--- config.mk ---
export PLATFORM = sky130hd
export DESIGN_NAME = asrp_port
export DESIGN_NICKNAME = d
export VERILOG_FILES = /design/src/asrp_pkg.sv /design/src/asrp_fifo.sv /design/src/asrp_port.sv
export SDC_FILE = /design/constraint.sdc
export NUM_CORES = 1
export LEC_CHECK = 0
export BUFFER_PORTS_ARGS = -buffer_cell sky130_fd_sc_hd__buf_2
export CORE_MARGIN = 3
export CORE_UTILIZATION = 42
export DETAILED_ROUTE_END_ITERATION = 12
export PLACE_DENSITY = 0.61
export SLEW_MARGIN = 15
export SYNTH_ARGS = -nofsm -noshare
export SYNTH_HDL_FRONTEND = slang
export SYNTH_SLANG_ARGS = --single-unit
export TNS_END_PERCENT = 20
--- constraint.sdc ---
create_clock -name clk_sys_i -period 2.89 [get_ports clk_sys_i]
set_clock_uncertainty 0.05 [all_clocks]
set_input_delay 0.289 -clock clk_sys_i [delete_from_list [all_inputs] [get_ports clk_sys_i]]
set_output_delay 0.289 -clock clk_sys_i [all_outputs]
set_load 0.03 [all_outputs]
--- src/asrp_pkg.sv ---
// package for the serial result port: frame timing, widths and states.
// assumes a single system clock; the serial clock and select are pins.
package asrp_pkg;
    localparam int unsigned RES_W      = 10;
    localparam int unsigned CNT_W      = 5;
    // falling edge counts within a frame
    localparam logic [4:0]  FALL_NULL  = 5'h02;   // null bit driven here
    localparam logic [4:0]  FALL_MSB   = 5'h03;   // top result bit
    localparam logic [4:0]  FALL_LSB   = 5'h0C;   // bit 0, end of forward pass
    localparam logic [4:0]  FALL_LAST  = 5'h15;   // bit 9 of the reverse pass
    localparam logic [9:0]  CODE_ZERO  = 10'h000;
    localparam logic [9:0]  CODE_FULL  = 10'h3FF;
    localparam int unsigned FIFO_DEPTH = 16;
    typedef enum logic [1:0] {
        ASRP_ARMING  = 2'b00,  // waiting for select to be seen high
        ASRP_IDLE    = 2'b01,  // standby, select high
        ASRP_FRAME   = 2'b11   // select low, frame running
    } asrp_state_t;
endpackage

--- src/asrp_fifo.sv ---
// parameterised synchronous fifo holding conversion results.
// assumes one clock; writer and reader both honour valid and ready.
`timescale 1ns/100ps
`default_nettype none
module asrp_fifo #(
    parameter int unsigned WIDTH = 10,
    parameter int unsigned DEPTH = 16
) (
    input  wire logic             clk_sys_i,
    input  wire logic             rst_i,
    input  wire logic [WIDTH-1:0] in_data_i,
    input  wire logic             in_valid_i,
    output logic                  in_ready_o,
    output logic [WIDTH-1:0]      out_data_o,
    output logic                  out_valid_o,
    input  wire logic             out_ready_i
);
    localparam int unsigned AW = $clog2(DEPTH);
    typedef struct packed {
        logic [AW-1:0] wr;
        logic [AW-1:0] rd;
        logic [AW:0]   cnt;
    } asrp_fifo_st_t;
    asrp_fifo_st_t    s_reg, s_next;
    logic [WIDTH-1:0] mem [DEPTH];
    logic             push, pop;

    // honest flags from the fill count
    assign in_ready_o  = (s_reg.cnt != (AW+1)'(DEPTH));
    assign out_valid_o = (s_reg.cnt != '0);
    assign out_data_o  = mem[s_reg.rd];
    assign push        = in_valid_i && in_ready_o;
    assign pop         = out_valid_o && out_ready_i;

    always_comb begin
        s_next = s_reg;
        if (push) s_next.wr = s_reg.wr + 1'b1;
        if (pop) s_next.rd = s_reg.rd + 1'b1;
        if (push && !pop) s_next.cnt = s_reg.cnt + 1'b1;
        else if (pop && !push) s_next.cnt = s_reg.cnt - 1'b1;
    end

    always_ff @(posedge clk_sys_i or posedge rst_i) begin
        if (rst_i) s_reg <= '0;
        else s_reg <= s_next;
    end

    // storage has no reset, only written entries are ever read
    always_ff @(posedge clk_sys_i) begin
        if (push) mem[s_reg.wr] <= in_data_i;
    end
endmodule
`default_nettype wire

--- src/asrp_port.sv ---
// serial result port: shifts a 10-bit code out under an external clock.
// assumes serial clock and select are asynchronous pins, sampled by clk_sys_i;
// the serial clock must be well below a quarter of the system clock.
`timescale 1ns/100ps
`default_nettype none
module asrp_port (
    input  wire logic       clk_sys_i,
    input  wire logic       rst_i,
    input  wire logic       sclk_i,
    input  wire logic       select_and_sleep_n_i,
    output logic            sdo_o,
    output logic            sdo_oe_o,
    output logic            standby_o,
    output logic            sampling_o,
    input  wire logic [9:0] sample_code_i,
    input  wire logic       sample_under_i,
    input  wire logic       sample_over_i,
    input  wire logic       sample_valid_i,
    output logic            sample_ready_o
);
    typedef struct packed {
        asrp_pkg::asrp_state_t st;
        logic [1:0]            sclk_sy;
        logic [1:0]            cs_sy;
        logic                  sclk_d;
        logic [4:0]            falls;
        logic                  rose;
        logic                  samp;
        logic [9:0]            code;
        logic                  have;
        logic                  sdo;
        logic                  oe;
    } asrp_port_st_t;

    asrp_port_st_t s_reg, s_next;
    logic          sclk_rise, sclk_fall, cs_n;
    logic [9:0]    fifo_code;
    logic          fifo_valid, fifo_take;
    logic [9:0]    sat_code;

    // ------------------------------------------------------------
    // result buffer
    // ------------------------------------------------------------
    // the converter core may run ahead; its stall reaches it via ready
    asrp_fifo #(
        .WIDTH (asrp_pkg::RES_W),
        .DEPTH (asrp_pkg::FIFO_DEPTH)
    ) u_fifo (
        .clk_sys_i   (clk_sys_i),
        .rst_i       (rst_i),
        .in_data_i   (sat_code),
        .in_valid_i  (sample_valid_i),
        .in_ready_o  (sample_ready_o),
        .out_data_o  (fifo_code),
        .out_valid_o (fifo_valid),
        .out_ready_i (fifo_take)
    );

    // saturate the code at the rails
    always_comb begin
        if (sample_under_i) sat_code = asrp_pkg::CODE_ZERO;
        else if (sample_over_i) sat_code = asrp_pkg::CODE_FULL;
        else sat_code = sample_code_i;
    end

    // ------------------------------------------------------------
    // edge detection on synchronised pins
    // ------------------------------------------------------------
    assign sclk_rise = s_reg.sclk_sy[1] && !s_reg.sclk_d;
    assign sclk_fall = !s_reg.sclk_sy[1] && s_reg.sclk_d;
    assign cs_n      = s_reg.cs_sy[1];
    // the result is latched when the sample window closes
    assign fifo_take = (s_reg.st == asrp_pkg::ASRP_FRAME) && sclk_fall
                       && (s_reg.falls == asrp_pkg::FALL_NULL - 5'h01)
                       && s_reg.rose && fifo_valid;

    // ------------------------------------------------------------
    // frame sequencer
    // ------------------------------------------------------------
    always_comb begin
        logic [4:0] nf;
        logic [3:0] idx;
        nf  = s_reg.falls + 5'h01;
        idx = 4'h0;
        s_next         = s_reg;
        s_next.sclk_sy = {s_reg.sclk_sy[0], sclk_i};
        s_next.cs_sy   = {s_reg.cs_sy[0], select_and_sleep_n_i};
        s_next.sclk_d  = s_reg.sclk_sy[1];
        case (s_reg.st)
            asrp_pkg::ASRP_ARMING: begin
                // a select already low at power-up opens nothing
                if (cs_n) s_next.st = asrp_pkg::ASRP_IDLE;
            end
            asrp_pkg::ASRP_IDLE: begin
                s_next.falls = '0;
                s_next.rose  = 1'b0;
                s_next.samp  = 1'b0;
                s_next.oe    = 1'b0;
                s_next.sdo   = 1'b0;
                if (!cs_n) s_next.st = asrp_pkg::ASRP_FRAME;
            end
            asrp_pkg::ASRP_FRAME: begin
                if (cs_n) begin
                    // abort at once, the next low opens a fresh frame
                    s_next.st   = asrp_pkg::ASRP_IDLE;
                    s_next.oe   = 1'b0;
                    s_next.samp = 1'b0;
                    s_next.falls = '0;
                end else begin
                    if (sclk_rise && !s_reg.rose) begin
                        s_next.rose = 1'b1;
                        s_next.samp = 1'b1;
                    end
                    // falls before the first rise (mode 1,1 idle high) are ignored
                    if (sclk_fall && s_reg.rose) begin
                        if (s_reg.falls != 5'h1F) s_next.falls = nf;
                        if (nf == asrp_pkg::FALL_NULL) begin
                            s_next.samp = 1'b0;
                            s_next.oe   = 1'b1;
                            s_next.sdo  = 1'b0;
                            s_next.code = fifo_valid ? fifo_code : s_reg.code;
                            s_next.have = fifo_valid;
                        end else if (nf >= asrp_pkg::FALL_MSB
                                     && nf <= asrp_pkg::FALL_LSB) begin
                            idx = 4'(asrp_pkg::FALL_LSB - nf);
                            s_next.sdo = s_reg.code[idx];
                        end else if (nf > asrp_pkg::FALL_LSB
                                     && nf <= asrp_pkg::FALL_LAST) begin
                            idx = 4'(nf - asrp_pkg::FALL_LSB);
                            s_next.sdo = s_reg.code[idx];
                        end else if (nf > asrp_pkg::FALL_LAST) begin
                            s_next.sdo = 1'b0;
                        end
                    end
                end
            end
            default: s_next.st = asrp_pkg::ASRP_ARMING;
        endcase
    end

    always_ff @(posedge clk_sys_i or posedge rst_i) begin
        if (rst_i) begin
            s_reg    <= '0;
            s_reg.st <= asrp_pkg::ASRP_ARMING;
        end else begin
            s_reg <= s_next;
        end
    end

    // outputs straight from flip-flops, except standby_o which is decoded from the state
    assign sdo_o      = s_reg.sdo;
    assign sdo_oe_o   = s_reg.oe;
    assign standby_o  = (s_reg.st != asrp_pkg::ASRP_FRAME);
    assign sampling_o = s_reg.samp;
endmodule
`default_nettype wire

==> results.txt <==
The flow ran to the end, and the final reports show no timing, DRC or antenna violations. In this run the critical register-to-register path is captured at u_fifo.s_reg[4]. The path with the worst hold slack has its endpoint at u_fifo.s_reg[9]. Entering global routing, the biggest net connects 44 pins. The via total after detailed routing is 4,168. The weighted congestion reported at the end of routability-driven placement is 0.743. Of the total power, registers draw 0.524. The floorplan step set the die height to 148 microns. The count of inserted antenna diode cells is 0. The clock tree from TritonCTS is yes. In the global route stage, overall resource usage came out at 0.156. The biggest area consumer among synthesized cells is edfxtp_1. The floorplan die area came out at 21,800 sq um. The number of post-CTS setup repair buffers is 0. The clock buffer count from CTS is 17.

The final max-slew violation count was 0. The horizontal die dimension is 148 microns. The primary flip-flop cell chosen by synthesis mapping is edfxtp_1. The proportion of netlist area held by the largest area contributor is 0.570. Using the TritonRoute via totals, the vias-per-cell ratio works out to 5.29. The first global-routing pass estimated 25,600 microns of wire. The row count came out at 51. The commonest cells after synthesis are edfxtp_1, mux4_2, nor2_1, dfrtp_1, ha_1. The cell count after synthesis came out at 476. Ranked by total cell area, the synthesized netlist is headed by edfxtp_1, mux4_2, dfrtp_1.

The share of total power dissipated in the clock network is 0.331. The number of placed instances, taps included is 753. The synthesized net count came out at 515.

The boundary pin count came out at 22. The total power per unit cell area is 721 nW/um^2. The net switching power of the design is 1.81 mW. The internal portion of the total power is 5.04 mW.

At the later pin of the worst-skew pair, clock insertion delay measures 430 ps. The worst setup path is captured at a register. The required time reported for the critical path endpoint came out at 3160 ps. The proportion of power drawn by combinational gates is 0.144. Of the available clock period, the critical path in the final layout requires 0.909. The hold slack is 288 ps.

The switching share of total power came out at 0.265. The number of global-route vias before repair is 4,495. The source of the worst hold timing path is sample_valid_i.

The area of the placeable core is 19,600 sq um. The effective utilization at floorplan came out at 0.430. The number of buffer cells added on primary ports came out at 21. The number of synthesized flops with an enable pin is 160.

The flip-flop count of the largest register, all copies and words added is 160. The number of hold-slack violations in the final timing report came out at 0. The overall power came out at 6.85 mW.

The count of distinct cell types in the synthesized netlist is 39. The post-route antenna net violation count is 0. The worst path in the final design needs a cycle of 2630 ps, including I/O delays and setup. The achievable frequency came out at 381 MHz. The startpoint of the most critical register-to-register path is u_fifo.s_reg[0]. The average wire per cell in the routed design came out at 20.0 microns. The number of DRC violations after detailed-routing iteration 0 is 300.

Timing analysis after detailed placement gives a worst setup slack of 136 ps. STA classifies the critical path startpoint as a register. The data arrival at the endpoint of the critical path is 2890 ps. The post-route setup TNS is 0 ps. The maximum fanout along the worst path came out at 4. The Yosys step of the flow raised 0 warnings. The clock sink count came out at 199. The setup slack of the critical path after layout is 263 ps.

The setup slack on the worst flop-to-flop path is 260 ps. CTS built an H-tree with a depth of 4. After clock tree synthesis, the clock-pin slew on the worst setup and hold paths is 70 ps. In the final layout, the share of cells above drive strength 1 is 0.264. The worst reg2reg path depth came out at 11. VDD sags by at most 0.000422 V. Max-cap violations in this run came to 0.

The sum of net half-perimeters after detailed placement came out at 10,700 microns. The maximum clock path buffer count is 2. The number of iterations in the first detailed-routing pass came out at 5. The worst slew slack as a fraction of its limit came out at 0.250.

Summed over all cells, the static leakage comes to 3.30 nW. Setup violations remaining at the end of the flow were counted as 0. The share of synthesized flip-flops with an asynchronous set or reset came out at 0.196.

The cell area that synthesis handed to floorplanning was 8430 sq um. For the pin with the worst max-slew slack, the measured transition is 1120 ps. The worst hold path passes through 4 cells. The final wirelength came out at 15,700 microns.

Excluding fillers, the count of instances in the completed layout stands at 788. The post-synthesis area per instance came out at 17.7 sq um. At the end of the flow, the number of nets in the layout was 549. The portion of the post-synthesis area used by sequential elements came out at 0.686. After detailed routing, the number of remaining DRC violations is 0. The tree is rooted in a clkbuf_16. The most common cell in the synthesized netlist is edfxtp_1. The post-synthesis sequential element count is 199. The initial antenna violation count came to 0. The layout-stage area growth over the synthesis result is 12.8%. The path class of the tightest hold or removal check is input port to register. After global routing the overflow that remains totals 0. By startpoint and endpoint, the worst setup path is classified as register to register.
==> critical path, stage by stage (launching register included) <==
cell and delay, ps:
dfrtp_1 440, nor4_2 350, a21oi_1 140, nand3_1 130, ha_1 190, inv_1 100
fa_1 430, a21o_1 190, a21oi_1 170, xnor2_1 140, nor2_1 70, xnor2_1 130
==> repair_timing <==
| action | 4_1_cts | 5_1_grt |
|---|---|---|
| hold buffers | 3 | 0 |
| endpoints found under the setup margin | 0 | 1 |
| endpoints found under the hold margin | 17 | 0 |
| gates resized for setup | 0 | 4 |
==> metal layers <==
metal,share of wire,global-route usage,vias to the layer above,wire length [microns]
met3,0.046,0.0343,9,722
met5,0,0,-,0
met2,0.52,0.256,76,8140
li1,-,-,1912,-
met1,0.43,0.213,2171,6730
met4,0.0089,0.0419,0,140
==> cell families after synthesis <==
family | Yosys count | share of synthesized area
XOR/XNOR | 16 | 0.0175
flip-flops | 199 | 0.686
buffers and inverters | 37 | 0.0197
AO/OA/AOI/OAI | 35 | 0.0261
adder cells (fa/ha/maj) | 22 | 0.0336
multiplexers | 72 | 0.168
AND/OR/NAND/NOR | 95 | 0.0496
==> layout make-up <==
class                           instances  area (sq um)
Fill cell                            1612         10100
Sequential cell                       199          5780
Multi-Input combinational cell        240          2500
Clock buffer                           17           425
Tap cell                              265           332
Timing Repair Buffer                   38           278
Clock inverter                         15           140
Inverter                               14          52.6
==> worst max-delay path by stage <==
stage               startpoint  cells after the start              end
2_1_floorplan  u_fifo.s_reg[0]                     12  u_fifo.s_reg[4]
3_3_place_gp         s_reg[26]                     12  u_fifo.s_reg[4]
3_5_place_dp   u_fifo.s_reg[0]                     11  u_fifo.s_reg[4]
4_1_cts        u_fifo.s_reg[0]                     11  u_fifo.s_reg[4]
5_1_grt              s_reg[25]                     12  u_fifo.s_reg[4]
6_report       u_fifo.s_reg[0]                     11  u_fifo.s_reg[4]
==> stage by stage <==
stage / area [sq um] / util
3_3_place_gp: 8890 / 0.454
2_1_floorplan: 8430 / -
5_1_grt: 9510 / 0.485
4_1_cts: 9490 / 0.484
6_report: 9510 / 0.485
3_5_place_dp: 8890 / 0.454
==> power by group through the flow <==
stage | clock (mW) | sequential (mW) | combinational [mW]
final | 2.27 | 3.59 | 0.990
after global placement | 0 | 3.62 | 0.945
after global routing | 2.45 | 3.62 | 1.10
after floorplan | 0 | 3.58 | 0.744
after detailed placement | 0 | 3.65 | 1.00
after CTS | 2.32 | 3.59 | 1.01
==> placed cells by master, fill, tap and decap left out, types with 2 or more instances in the layout <==
cell type / n
edfxtp_1: 160
mux4_2: 54
nor2_1: 47
dfrtp_1: 37
buf_2: 21
ha_1: 20
nand2_1: 19
clkbuf_16: 17
inv_1: 14
mux2_2: 13
buf_4: 11
a21oi_1: 10
o21ai_0: 10
xnor2_1: 9
nor3_1: 8
nand3_1: 6
xor2_1: 6
mux2i_1: 5
nand2b_1: 4
inv_6: 4
a21o_1: 3
a22o_1: 3
inv_8: 3
clkinv_1: 3
dlygate4sd3_1: 3
buf_12: 3
nor4_2: 2
nand3b_1: 2
and2_1: 2
a31oi_1: 2
o211ai_1: 2
o31a_1: 2
clkinv_4: 2
dfrtp_2: 2
(Power assumes the default switching activity.)
